**config.mk**
```make
export PLATFORM = sky130hd
export DESIGN_NAME = wlp_watchdog
export DESIGN_NICKNAME = d
export VERILOG_FILES = /design/src/common/wlp_pkg.sv /design/src/hdl/wlp_delay_timer.sv /design/src/hdl/wlp_watchdog.sv
export SDC_FILE = /design/constraint.sdc
export NUM_CORES = 1
export LEC_CHECK = 0
export ABC_AREA = 0
export BUFFER_PORTS_ARGS = -buffer_cell sky130_fd_sc_hd__buf_2
export CAP_MARGIN = 20
export CORE_MARGIN = 1.5
export CORE_UTILIZATION = 40
export DETAILED_ROUTE_END_ITERATION = 6
export GPL_TIMING_DRIVEN = 0
export HOLD_SLACK_MARGIN = 0.15
export PLACE_DENSITY = 0.62
export SYNTH_ARGS = -nofsm -noshare
export SYNTH_HDL_FRONTEND = slang
export SYNTH_SLANG_ARGS = --single-unit
```
**constraint.sdc**
```tcl
create_clock -name clk -period 2.48 [get_ports clk]
set_clock_uncertainty 0.15 [all_clocks]
set_input_delay 0.496 -clock clk [delete_from_list [all_inputs] [get_ports clk]]
set_output_delay 0.496 -clock clk [all_outputs]
set_load 0.02 [all_outputs]
```
**src/common/wlp_pkg.sv**
```systemverilog
/*
 * Constants and state type shared by the watchdog low-power block.
 * Assumes a single 200 MHz system clock; no other surroundings.
 */
package wlp_pkg;
   // ************************************************************
   // Counter layout and reset values
   // ************************************************************
   localparam int CNT_W = 7;
   localparam int CNT_TOP_BIT = 6;
   localparam logic [6:0] CNT_RESET = 7'h7F;
   localparam int CTRL_ACT_BIT = 7;

   // ************************************************************
   // Timing counts
   // ************************************************************
   localparam int PRESCALE_CYCLES = 16384;
   localparam int RESTART_SHORT_CYCLES = 256;
   localparam int RESTART_LONG_CYCLES = 4096;
   localparam int DLY_W = 12;
   localparam logic [11:0] RESTART_SHORT_LOAD = 12'(RESTART_SHORT_CYCLES - 1);
   localparam logic [11:0] RESTART_LONG_LOAD = 12'(RESTART_LONG_CYCLES - 1);

   // ************************************************************
   // Power states seen by the watchdog
   // ************************************************************
   typedef enum logic [2:0] {
      WLP_RUN,
      WLP_HALT_LAST,
      WLP_HALT_FROZEN,
      WLP_ACTIVE_HALT,
      WLP_RESTART_WAIT
   } wlp_state_type;
endpackage

```
**src/hdl/wlp_delay_timer.sv**
```systemverilog
/*
 * Restart delay timer: after a start pulse, counts the short or long
 * restart delay and gives a one-cycle done pulse.
 * Assumes start and long_sel come from logic on the same clock.
 */
`timescale 1ns/10ps
module wlp_delay_timer (
   // Clock and reset
   input wire logic clk,
   input wire logic rst,
   // Control
   input wire logic start,
   input wire logic long_sel,
   // Status
   output logic done_q
);
   import wlp_pkg::*;

   logic [DLY_W-1:0] cnt_q;
   logic [DLY_W-1:0] cnt_d;
   logic busy_q;
   wire last_count = busy_q && (cnt_q == '0);

   // Load value picked from the static delay choice
   assign cnt_d = start ? (long_sel ? RESTART_LONG_LOAD : RESTART_SHORT_LOAD)
                        : (busy_q ? cnt_q - 12'h001 : cnt_q);

   // Counter, busy flag and done pulse
   always_ff @(posedge clk) begin
      if (rst) begin
         cnt_q <= '0;
         busy_q <= 1'b0;
         done_q <= 1'b0;
      end else begin
         cnt_q <= cnt_d;
         busy_q <= start | (busy_q & ~last_count);
         done_q <= last_count & ~start;
      end
   end
endmodule

```
**src/hdl/wlp_watchdog.sv**
```systemverilog
/*
 * Free-running 7-bit watchdog downcounter with its low-power behaviour:
 * plain halt, active halt, halt-reset option, restart delays and the
 * always-on hardware option.
 * Assumes core strobes and option levels are synchronous to clk; rst is
 * the system reset and also releases any halt.
 */
`timescale 1ns/10ps
module wlp_watchdog #(
   parameter int PRESCALE = wlp_pkg::PRESCALE_CYCLES
) (
   // Clock and reset
   input wire logic clk,
   input wire logic rst,
   // Core power-mode and interrupt strobes
   input wire logic halt_req,
   input wire logic ext_irq_wake,
   input wire logic osc_irq_wake,
   // Static options
   input wire logic hw_watchdog_option,
   input wire logic halt_reset_option,
   input wire logic periodic_wakeup_irq_enable,
   input wire logic long_restart_delay,
   // Software write of the control word
   input wire logic ctrl_wr,
   input wire logic [7:0] ctrl_wdata,
   // Status
   output logic [6:0] counter_q,
   output logic watchdog_activation_bit_q,
   output logic halted_q,
   output logic watchdog_reset_q
);
   import wlp_pkg::*;

   // ************************************************************
   // Prescaler
   // ************************************************************
   localparam int PS_W = $clog2(PRESCALE);
   localparam logic [PS_W-1:0] PS_LAST = PS_W'(PRESCALE - 1);

   logic [PS_W-1:0] ps_q;
   wire tick = (ps_q == PS_LAST);

   // Free-running divider; runs in every state, only the counter freezes.
   // A counter write does not clear its phase, so the first step after a
   // write lands anywhere within one prescale period
   always_ff @(posedge clk) begin
      if (rst) begin
         ps_q <= '0;
      end else begin
         ps_q <= tick ? '0 : ps_q + 1'b1;
      end
   end

   // ************************************************************
   // Power state machine
   // ************************************************************
   wlp_state_type state_q;
   wlp_state_type state_d;
   logic delay_start;
   logic delay_done;
   logic active;
   logic halt_to_reset;

   assign active = watchdog_activation_bit_q | hw_watchdog_option;
   assign halt_to_reset = halt_req & ~periodic_wakeup_irq_enable & halt_reset_option;

   // ************************************************************
   // Halt and wake decoding
   // ************************************************************
   logic halt_to_active;
   logic halt_to_plain;
   logic plain_wake;
   logic active_wake;

   // The wakeup enable wins over the halt-reset option, so a core that
   // keeps a periodic wakeup armed never trades its halt for a reset
   assign halt_to_active = halt_req & periodic_wakeup_irq_enable;
   assign halt_to_plain = halt_req & ~periodic_wakeup_irq_enable & ~halt_reset_option;
   // The prescaler keeps running in plain halt, but only the external line
   // can end it; active halt takes either source
   assign plain_wake = ext_irq_wake;
   assign active_wake = ext_irq_wake | osc_irq_wake;

   // States:
   //   run          counting on every prescaler tick
   //   halt last    plain halt, one more decrement still owed
   //   halt frozen  plain halt, count held, no expiry possible
   //   active halt  count held, a wake resumes counting at once
   //   restart wait count held until the restart delay runs out
   // Next state from halt entry and wake-up strobes
   always_comb begin
      state_d = state_q;
      case (state_q)
         WLP_RUN: begin
            if (halt_to_active) begin
               state_d = WLP_ACTIVE_HALT;
            end else if (halt_to_plain) begin
               state_d = WLP_HALT_LAST;
            end
         end
         WLP_HALT_LAST: begin
            if (plain_wake) begin
               state_d = WLP_RESTART_WAIT;
            end else if (tick) begin
               state_d = WLP_HALT_FROZEN;
            end
         end
         WLP_HALT_FROZEN: begin
            if (plain_wake) begin
               state_d = WLP_RESTART_WAIT;
            end
         end
         WLP_ACTIVE_HALT: begin
            if (active_wake) begin
               state_d = WLP_RUN;
            end
         end
         WLP_RESTART_WAIT: begin
            if (delay_done) begin
               state_d = WLP_RUN;
            end
         end
         default: state_d = WLP_RUN;
      endcase
   end

   // Delay starts on the way into the wait state
   assign delay_start = (state_d == WLP_RESTART_WAIT) && (state_q != WLP_RESTART_WAIT);

   // A system reset always ends in the wait state, so both halt kinds
   // left by reset resume counting only after the restart delay
   always_ff @(posedge clk) begin
      if (rst) begin
         state_q <= WLP_RESTART_WAIT;
      end else begin
         state_q <= state_d;
      end
   end

   // Restart delay timer; its first start is the reset release itself
   logic rst_seen_q;
   always_ff @(posedge clk) begin
      if (rst) begin
         rst_seen_q <= 1'b0;
      end else begin
         rst_seen_q <= 1'b1;
      end
   end

   wlp_delay_timer u_delay (
      .clk(clk),
      .rst(rst),
      .start(delay_start | ~rst_seen_q),
      .long_sel(long_restart_delay),
      .done_q(delay_done)
   );

   // ************************************************************
   // Counter, activation and reset request
   // ************************************************************
   logic counting;
   logic [6:0] counter_d;
   logic expired;

   // Counter decrements in run state and for the one last step of plain halt
   assign counting = tick && ((state_q == WLP_RUN) || (state_q == WLP_HALT_LAST));
   assign counter_d = ctrl_wr ? ctrl_wdata[CNT_W-1:0]
                              : (counting ? counter_q - 7'h01 : counter_q);

   // Top bit of the count; its fall from 40h to 3Fh is the expiry
   logic counter_top_bit;
   assign counter_top_bit = counter_q[CNT_TOP_BIT];

   // Frozen and waiting states cannot fire; a write of top bit 0 fires too.
   // Limitation: a count left below 40h by a plain halt fires as soon as
   // the restart wait ends, so software should refresh before halting
   assign expired = active && !counter_top_bit && (state_q == WLP_RUN);

   // Activation only rises; rst is the single way back to disabled
   always_ff @(posedge clk) begin
      if (rst) begin
         counter_q <= CNT_RESET;
         watchdog_activation_bit_q <= 1'b0;
      end else begin
         counter_q <= counter_d;
         watchdog_activation_bit_q <= watchdog_activation_bit_q |
            (ctrl_wr & ctrl_wdata[CTRL_ACT_BIT]);
      end
   end

   // Halt flag follows the next state so the core sees it one edge after
   // its request; the restart wait does not count as a halt
   logic halted_d;
   assign halted_d = (state_d == WLP_HALT_LAST) || (state_d == WLP_HALT_FROZEN) ||
      (state_d == WLP_ACTIVE_HALT);

   // Reset request is held until the system reset answers it
   always_ff @(posedge clk) begin
      if (rst) begin
         watchdog_reset_q <= 1'b0;
         halted_q <= 1'b0;
      end else begin
         watchdog_reset_q <= watchdog_reset_q | expired |
            (halt_to_reset && state_q == WLP_RUN);
         halted_q <= halted_d;
      end
   end
endmodule

```
Yosys cells after proc, flatten, opt, wreduce, memory -nomap -nowiden

Cells that the tools add are included.

Output and inout port bits: 10
Word-level logic and storage cells: 71
Register bits after elaboration: 42
Bits of input ports: 18

Add/sub/neg operators: 3
Reduce and logical (&&, ||, !) cells: 15
Equal/unequal tests: 10
Bitwise logic cells: 19
Multiplexer cells: 14

Operators with widths:

| cell                    | count |
|---|---|
| $mux W12                | 3 |
| $mux W3                 | 7 |
| $pmux W3 S5             | 1 |
| $add A14 B1 Y14 const B | 1 |
| $eq A14 B14 Y1 const B  | 1 |
| $mux W7                 | 2 |
| $eq A3 B2 Y1 const B    | 4 |
| $logic_not A12 Y1       | 1 |
| $sub A12 B1 Y12 const B | 1 |
| $and A1 B1 Y1           | 7 |
| $or A1 B1 Y1            | 7 |
| $sub A7 B1 Y7 const B   | 1 |
| $eq A3 B1 Y1 const B    | 2 |
| $eq A3 B3 Y1 const B    | 2 |
| $logic_and A1 B1 Y1     | 6 |
| $not A1 Y1              | 5 |
| $reduce_bool A2 Y1      | 2 |
| $logic_not A3 Y1        | 1 |
| $logic_or A1 B1 Y1      | 3 |
| $ne A3 B3 Y1 const B    | 1 |
| $reduce_or A2 Y1        | 1 |
| $logic_not A1 Y1        | 1 |
| $mux W1                 | 1 |

Longest topological paths before layout

Gate-level depths: netlist (run 1).

Depth in word-level cells: 11
Mapped depth: 6
Gate-level depth less buffers: 6

Cells and area by module

Synthesis (run 1) repeated with hierarchy kept, for this count alone.

Cells, all modules: 241
Area total of the unflattened synthesis: 2119.5 um^2

By module, submodules not included:

| module          | cells an instance | sequential area each (um^2) | times used | area each (um^2) |
|---|---|---|---|---|
| wlp_watchdog    | 170               | 560.5                       | 1          | 1437.6 |
| wlp_delay_timer | 71                | 280.3                       | 1          | 681.9 |

Worst setup path before layout (run 1)

No wires, ideal clock.

Kind: register -> register
From: reg ps_q[0]
To: reg counter_q[1]
Data required time: 2.261 ns
Setup time: 0.069 ns
Slack: 0.683 ns
Stages on the path, launching flop included: 6
Clock period less this slack: 1.797 ns
Path buffers: 0
Arrival: 1.579 ns
Cells stage by stage: dfxtp_1 -> ha_1 -> nand3_4 -> nor4_4 -> mux2_2 -> o21ai_1

Longest elaborated chain between the ends: 3

Ends and longest elaborated chain:

| element                             | line                | text |
|---|---|---|
| start, declared                     | wlp_watchdog.sv:41  | `logic [PS_W-1:0] ps_q;` |
| start signal, assigned              | wlp_watchdog.sv:51  | `ps_q <= tick ? '0 : ps_q + 1'b1;` |
| $eq A14 B14 Y1                      | wlp_watchdog.sv:42  | `wire tick = (ps_q == PS_LAST);` |
| $logic_and A1 B1 Y1                 | wlp_watchdog.sv:167 | `assign counting = tick && ((state_q == WLP_RUN) \|\| (state_q == WLP_HALT_LAST));` |
| $reduce_bool A2 Y1 (no source line) | -                   |  |
| end signal, assigned                | wlp_watchdog.sv:186 | `counter_q <= counter_d;` |
| end, declared                       | wlp_watchdog.sv:28  | `output logic [6:0] counter_q,` |

No other way between the ends.
A chain may end at the register's enable or synchronous reset.

Worst setup path in the final report (run 1)

Ends and elaborated chain as after synthesis.

==> impl_metrics.toml, run 1 <==
[setup_path]
cp-end-kind = "flip-flop"
crit_fanout = 8
worstPathRequired_ns = 2.54
crit_arrival_ns = 2.04
crit_type = "reg -> reg"
r2r_end = "counter_q[1]"
r2r-start = "ps_q[0]"
rr_worst_depth = 5
critPathLaunchType = "flip-flop"
worst-r2r-setup-slack_ns = 0.51

[clock_tree]
cts_buffer_depth = 2
cts_max_level = 2
clockRootBuffer = "clkbuf_8"
clkSinkCount = 42
cts_tree = "built"
cts_hold_buf = 0
cts_setup_buffers = 0
clk_pin_slew_ns = 0.08
cts_buffers = 5
cts_resized = 0
clock_latency_ns = 0.28

[worst_hold_path]
whs_path_depth = 3
hold_start = "ctrl_wdata[7]"
holdPathEnd = "watchdog_activation_bit_q"
hp-class = "in -> reg"

[logic_synthesis]
synth-seq-cells = 42
synth_compound_gate_area_share_pct = 12.5
synth_warnings = 0
yosys.area.top_type = "dfxtp_1"
synth_top_family_by_area = "simple AND/OR/NAND/NOR gates"
yosys.area_share.simple_pct = 30.9
yosysSeqAreaShare_pct = 40.4
synth_top_area_share_pct = 40.4
synth.area.mux_share_pct = 0.542
synth-edff-count = 0
synth.area.top_cells = "dfxtp_1 40%, xnor2_1 5.5%, a21oi_1 5.3%"
synth_ff_type = "dfxtp_1"
synth_area_mm2 = 0.00208
syn-num-nets = 253
synth.avg_cell_area_um2 = 8.96
synthDistinctLibCells = 45
synthArstFlopShare_pct = 0
synth_cells = 232
synth-adder-area-share_pct = 1.81
synth-xor-area-share_pct = 9.69

[route]
via_per_inst = 5.12
drcViolationCount = 0
antenna_left = 0
dr.pass1.iters = 4
postRouteWirelength_mm = 3.93
num_vias = 1726
drt-wirelength-per-cell_um = 11.7
drt-initial-drc-count = 125

[timing]
rsz0062_at_grt = "false"
fin_crit_ns = 1.97
finalSetupViolations = 0
tightest_slew_ns = 0.618
fin_tns_setup_ns = 0
relSlewSlack_pct = 58.7
max_freq_ghz = 0.507
hold_viol_final = 0
fin_crit_sh_pct = 79.5
drv_slew = 0

[global_routing]
antenna_found_initial = 0
grt_overflow_total = 0
grt_first_pass_wirelength_mm = 6.72
grt_max_degree = 13
grt_use_total_pct = 15.4
grt_pass1_vias = 1539

[floorplanning]
dieArea_mm2 = 0.00564
rows = 26
ios = 28
die_x_um = 75.1
die_h_um = 75.1
initial_core_util_pct = 41.0
coreArea_mm2 = 0.00507

[layout]
drive_gt1_share_pct = 19.5
nets = 287
n_fill_cell = 535
area_growth_pct = 15.1
antennaDiodeCount = 0

[pwr]
powerDensity_mw_per_mm2 = 553
peakVddDrop_mv = 0.254
power_leakage_nw = 0.905
finalPower_w = 0.00132

[outcome]
status = "finished, final reports clean"

[placement]
gp_congestion = 0.744
port_buffers = 27
hpwl_mm = 2.90

[job]
maxCapViolCount = 0
==> per-layer routing <==
metal / wire, um / GRT usage, % / up-vias
met5: 0 / 0 / -
met4: 46 / 4.85 / 0
met3: 183 / 3.21 / 7
met2: 1770 / 25.0 / 37
met1: 1940 / 20.5 / 781
li1: - / - / 901
==> synthesized netlist by cell type (all sizes together) (3+ instances only) <==
cell      n
ha        3
nand4     6
nor2     27
nor3     15
a2111oi   3
inv      10
nor3b    13
nor2b     3
nand2     9
o21ai     4
xnor2    13
a21oi    22
buf       9
and4      3
nand3     8
nor4      5
dfxtp    42
xor2     10
a31oi     3
==> worst max path at each step <==
stage / cells after the start / end / start
after floorplan: 5 / counter_q[1] / ps_q[0]
after global placement: 5 / ps_q[8] / rst
after detailed placement: 5 / ps_q[12] / rst
after CTS: 5 / counter_q[1] / ps_q[0]
after global routing: 5 / counter_q[1] / ps_q[0]
final: 5 / counter_q[1] / ps_q[0]
==> cell families (layout without fill, tap and decap cells) <==
logic type | after synthesis | in the layout
fa+ha+maj | 3 | 3
mux | 1 | 1
simple gates | 100 | 100
buf+inv | 21 | 56
compound gates | 42 | 42
flops | 42 | 42
xor+xnor | 23 | 23
==> state kept, by name, indices dropped and copies added, names as in the netlist <==
register / count
counter_q: 7
halted_q: 1
ps_q: 14
rst_seen_q: 1
state_q: 3
u_delay.busy_q: 1
u_delay.cnt_q: 12
u_delay.done_q: 1
watchdog_activation_bit_q: 1
watchdog_reset_q: 1
==> final cells by class <==
type | instances | area [um^2] | share of cell area [%]
plain buffers | 11 | 48.8 | 2.04
clock buffers | 7 | 86.3 | 3.61
clock inverters | 1 | 5.00 | 0.209
well taps | 70 | 87.6 | 3.66
inverters | 10 | 37.5 | 1.57
repair buffers | 27 | 135 | 5.65
flip-flops and latches | 42 | 841 | 35.1
multi-input cells | 169 | 1150 | 48.1
==> stage by stage <==
step	hold slack (ns)	area, um^2	util (%)	std cells	setup WS, ns
floorplan	0.287	2080	-	232	0.683
global placement	0.304	2300	45.4	329	0.469
detailed placement	0.315	2300	45.4	329	0.445
CTS	0.295	2390	47.2	337	0.509
global route	0.301	2390	47.2	337	0.385
finish	0.294	2390	47.2	337	0.507
==> cells in the final DEF (no fill, tap or decap), types with 2 or more instances in the layout <==
master / synthesis / final
a2111oi_1: 2 / 2
a211oi_1: 2 / 2
a21oi_1: 22 / 22
a311oi_1: 2 / 2
a31o_2: 2 / 2
a31oi_1: 3 / 3
and4_1: 3 / 3
buf_1: 3 / 3
buf_2: 6 / 33
clkbuf_1: 2 / 3
clkbuf_8: 0 / 6
dfxtp_1: 42 / 42
ha_1: 3 / 3
inv_1: 10 / 10
nand2_1: 9 / 9
nand3_1: 7 / 7
nand4_1: 4 / 4
nand4_4: 2 / 2
nor2_1: 27 / 27
nor2b_1: 3 / 3
nor3_1: 15 / 15
nor3b_1: 13 / 13
nor4_1: 2 / 2
nor4_4: 3 / 3
o21ai_0: 3 / 3
xnor2_1: 13 / 13
xor2_1: 10 / 10
==> where the power goes <==
part | internal, W | total [W] | leakage (nW) | switching [W]
Clock | 0.000225 | 0.000441 | 0.0482 | 0.000216
Sequential | 0.000705 | 0.000739 | 0.345 | 0.0000341
Combinational | 0.0000662 | 0.000143 | 0.511 | 0.0000770
Total | 0.000996 | 0.00132 | 0.905 | 0.000327
==> worst max-delay path, cell delays in order, from the launching register on <==
cell and delay, ns:
dfxtp_1 0.39, ha_1 0.25, nand3_4 0.16, nor4_4 0.47, mux2_2 0.39, o21ai_1 0.10
No activity file was read; power rests on OpenSTA's default activity.
==> run 2: changes to the inputs <==
==> constraint.sdc (replaced) <==
create_clock -name clk -period 2.05 [get_ports clk]
set_clock_uncertainty 0.15 [all_clocks]
set_input_delay 0.41 -clock clk [delete_from_list [all_inputs] [get_ports clk]]
set_output_delay 0.41 -clock clk [all_outputs]
set_load 0.02 [all_outputs]
==> impl_metrics.toml, run 2 (synthesized netlist as in run 1, its figures left out) <==
[setup_path]
slowest_delay_ns = 0.41
cpMaxStageDelayCell = "nor4_4"
crit_buf_inv = 0
worstPathRequired_ns = 2.12
rr_worst_depth = 5
worst-r2r-setup-slack_ns = 0.14
path_cells = "ha_1 -> nand3_4 -> nor4_4 -> mux2_2 -> o21ai_1"
startpoint = "ps_q[0]"
crit_type = "reg -> reg"
r2r_end = "counter_q[1]"
critPathLaunchType = "flip-flop"
r2r-start = "ps_q[0]"
crit_fanout = 8
cp-end-kind = "flip-flop"
path_delay_family = "simple AND/OR/NAND/NOR gates"
crit_arrival_ns = 1.97

[timing]
tightest_slew_ns = 0.620
hold_viol_final = 0
fin_crit_ns = 1.91
rsz0062_at_grt = "false"
fin_hold_ws_ns = 0.207
fin_crit_sh_pct = 93.0
fin_tns_setup_ns = 0
worst_slack_ns = 0.144
finalSetupViolations = 0
relSlewSlack_pct = 58.6
max_freq_ghz = 0.525
drv_slew = 0

[route]
num_vias = 1718
antenna_left = 0
drt-wirelength-per-cell_um = 11.7
postRouteWirelength_mm = 3.96
dr.pass1.iters = 4
drt-initial-drc-count = 128
drcViolationCount = 0
via_per_inst = 5.07

[clock_tree]
cts_buffer_depth = 2
cts_max_level = 2
clockRootBuffer = "clkbuf_8"
cts_resized = 0
cts_setup_buffers = 0
clkSinkCount = 42
clock_latency_ns = 0.28
clk_pin_slew_ns = 0.08
cts_tree = "built"
cts_hold_buf = 0
cts_buffers = 5

[layout]
n_fill_cell = 535
multi_input_area_mm2 = 0.00115
reg_top3 = "ps_q x14, u_delay.cnt_q x12, counter_q x7"
area.sequential_um2 = 841
nets = 289
most-common-layout-cells = "42 x dfxtp_1, 33 x buf_2, 27 x nor2_1"
final_common_cell = "dfxtp_1"
antennaDiodeCount = 0
regMostFlops = "ps_q"
largest_reg_flops = 14
drive_gt1_share_pct = 20.1
area_growth_pct = 15.8

[placement]
gp_congestion = 0.744
place_ws_ns = 0.101
port_buffers = 27
hpwl_mm = 2.90

[floorplanning]
dieArea_mm2 = 0.00564
die_h_um = 75.1
initial_core_util_pct = 41.0
rows = 26
ios = 28
die_x_um = 75.1
coreArea_mm2 = 0.00507

[worst_hold_path]
holdPathEnd = "watchdog_activation_bit_q"
whs_path_depth = 3
hold_start = "ctrl_wdata[7]"
hp-class = "in -> reg"

[pwr]
power_leakage_nw = 0.916
powerDensity_mw_per_mm2 = 666
peakVddDrop_mv = 0.307

[global_routing]
grt_pass1_vias = 1539
grt_use_total_pct = 15.4
grt_first_pass_wirelength_mm = 6.72
grt_max_degree = 13
grt_overflow_total = 0
antenna_found_initial = 0

[outcome]
status = "finished, final reports clean"

[job]
maxCapViolCount = 0
run 2: routing by layer:
layer / wire length (um) / up-vias / global-route usage [%]
met3: 121 / 7 / 3.21
met2: 1760 / 28 / 25.0
met4: 46 / 0 / 4.85
met5: 0 / - / 0
li1: - / 905 / -
met1: 2030 / 778 / 20.5
run 2: power breakdown:
group	switching, W	total [W]	leakage [nW]	internal, W
clock	0.000264	0.000536	0.0482	0.000272
combinational	0.0000936	0.000174	0.522	0.0000801
sequential	0.0000411	0.000894	0.345	0.000853
total	0.000399	0.00160	0.916	0.00120
run 2: per-stage QoR:
stage	util (%)	cell area [um^2]	cells	power (W)
floorplan	-	2080	232	0.00103
global placement	45.4	2300	329	0.00108
detailed placement	45.4	2300	329	0.00109
CTS	47.2	2390	337	0.00162
global route	47.5	2410	339	0.00169
finish	47.5	2410	339	0.00160
run 2: cell type report:
class	instances	share of cell area, %
Buffer	11	2.03
Clock buffer	7	3.58
Clock inverter	1	0.208
Inverter	10	1.56
Multi-Input combinational cell	169	47.8
Sequential cell	42	34.9
Tap cell	70	3.64
Timing Repair Buffer	29	6.23
run 2: worst min-delay path: cells and delay by family:
family,cells,cell delay [ns]
and+or+nand+nor,1,0.07
AOI/OAI and AO/OA,1,0.05
buffers and inverters,1,0.08
run 2: how the worst max path moves through the flow:
| stage | endpoint | cells past startpoint |
|---|---|---|
| 2_1_floorplan | counter_q[1] | 5 |
| 5_1_grt | counter_q[1] | 5 |
| 6_report | counter_q[1] | 5 |
| 3_5_place_dp | counter_q[1] | 5 |
| 4_1_cts | counter_q[1] | 5 |
| 3_3_place_gp | counter_q[1] | 5 |
==> run 3: changes to the inputs <==
==> constraint.sdc (replaced) <==
create_clock -name clk -period 1.9 [get_ports clk]
set_clock_uncertainty 0.15 [all_clocks]
set_input_delay 0.38 -clock clk [delete_from_list [all_inputs] [get_ports clk]]
set_output_delay 0.38 -clock clk [all_outputs]
set_load 0.02 [all_outputs]
==> impl_metrics.toml, run 3 (synthesized netlist as in run 1, its figures left out) <==
[setup_path]
worst-r2r-setup-slack_ns = 0.11
critPathLaunchType = "flip-flop"
slowest_delay_ns = 0.40
crit_type = "reg -> reg"
crit_fanout = 8
crit_arrival_ns = 1.85
cp-end-kind = "flip-flop"
path_cells = "ha_4 -> nand3_4 -> nor4_4 -> mux2_2 -> o21ai_1"
cpMaxStageDelayCell = "dfxtp_1"
worstPathRequired_ns = 1.96

[route]
drt-initial-drc-count = 124
drcViolationCount = 0
postRouteWirelength_mm = 3.97
dr.pass1.iters = 4
drt-wirelength-per-cell_um = 11.7
via_per_inst = 5.12
num_vias = 1731
antenna_left = 0

[layout]
area_growth_pct = 16.1
regMostFlops = "ps_q"
nets = 288
area.sequential_um2 = 842
antennaDiodeCount = 0
reg_top3 = "ps_q x14, u_delay.cnt_q x12, counter_q x7"
most-common-layout-cells = "41 x dfxtp_1, 33 x buf_2, 27 x nor2_1"
n_fill_cell = 531
multi_input_area_mm2 = 0.00116
largest_reg_flops = 14
drive_gt1_share_pct = 20.5
final_common_cell = "dfxtp_1"

[global_routing]
antenna_found_initial = 0
grt_use_total_pct = 15.4
grt_first_pass_wirelength_mm = 6.73
grt_overflow_total = 0
grt_pass1_vias = 1541
grt_max_degree = 13

[timing]
relSlewSlack_pct = 60.5
hold_viol_final = 0
drv_slew = 0
fin_tns_setup_ns = 0
fin_crit_sh_pct = 94.0
fin_crit_ns = 1.79
tightest_slew_ns = 0.591
rsz0062_at_grt = "false"
max_freq_ghz = 0.560
finalSetupViolations = 0

[floorplanning]
rows = 26
initial_core_util_pct = 41.0
ios = 28
die_h_um = 75.1
die_x_um = 75.1
dieArea_mm2 = 0.00564
coreArea_mm2 = 0.00507

[placement]
hpwl_mm = 2.90
port_buffers = 27
gp_congestion = 0.744

[pwr]
peakVddDrop_mv = 0.339
power_leakage_nw = 0.909
finalPower_w = 0.00174
powerDensity_mw_per_mm2 = 720

[job]
maxCapViolCount = 0

[clock_tree]
clk_pin_slew_ns = 0.08
clkSinkCount = 42
clockRootBuffer = "clkbuf_8"
cts_buffers = 5
clock_latency_ns = 0.28
cts_tree = "built"
cts_max_level = 2
cts_buffer_depth = 2

[worst_hold_path]
hp-class = "in -> reg"

[outcome]
status = "finished, final reports clean"
run 3: metrics by stage:
step,setup WS (ns),cells,hold WS [ns],utilization [%],cell area (um^2)
global route,0.0122,338,0.185,47.6,2410
global placement,-0.0417,329,0.304,45.4,2300
detailed placement,-0.0493,329,0.315,45.4,2300
floorplan,0.103,232,0.287,-,2080
CTS,0.0189,338,0.179,47.3,2400
finish,0.115,338,0.178,47.6,2410
run 3: final timing paths:
check                startpoint                   endpoint  depth (start not counted)
setup / recovery        ps_q[1]               counter_q[1]                          5
hold / removal    ctrl_wdata[7]  watchdog_activation_bit_q                          3
setup reg to reg        ps_q[1]               counter_q[1]                          5
hold reg to reg         ps_q[0]                    ps_q[0]                          1
run 3: report_power, final:
group          internal [W]  leakage, nW  switching, W
logic             0.0000884        0.515      0.000101
registers          0.000920        0.346     0.0000464
clock network      0.000293       0.0482      0.000290
total               0.00130        0.909      0.000437
run 3: area by class of cell:
type	count	share of cell area [%]
Timing Repair Buffer	28	5.91
Clock buffer	7	3.58
Buffer	11	2.02
Inverter	10	1.55
Tap cell	70	3.63
Sequential cell	42	34.9
Multi-Input combinational cell	169	48.2
Clock inverter	1	0.207
run 3: routing by layer:
layer / routed length [um] / track usage (%) / vias up
met5: 0 / 0 / -
met4: 46 / 4.85 / 0
met3: 121 / 3.21 / 7
met2: 1750 / 25.0 / 28
met1: 2050 / 20.5 / 787
li1: - / - / 909
run 3: repair_timing:
item / in CTS / in global routing
hold buffers: 0 / 0
endpoints found under the setup margin: 1 / 14
setup buffers: 1 / 0
pin swaps: 1 / 1
resized for setup: 0 / 3
cloned: 0 / 0
run 3: worst max-delay path: cells and delay by family (launching register included):
family	cells	cell delay, ns
and+or+nand+nor	2	0.51
muxes	1	0.37
adders and majority gates	1	0.17
AOI/OAI and AO/OA	1	0.10
DFF	1	0.40
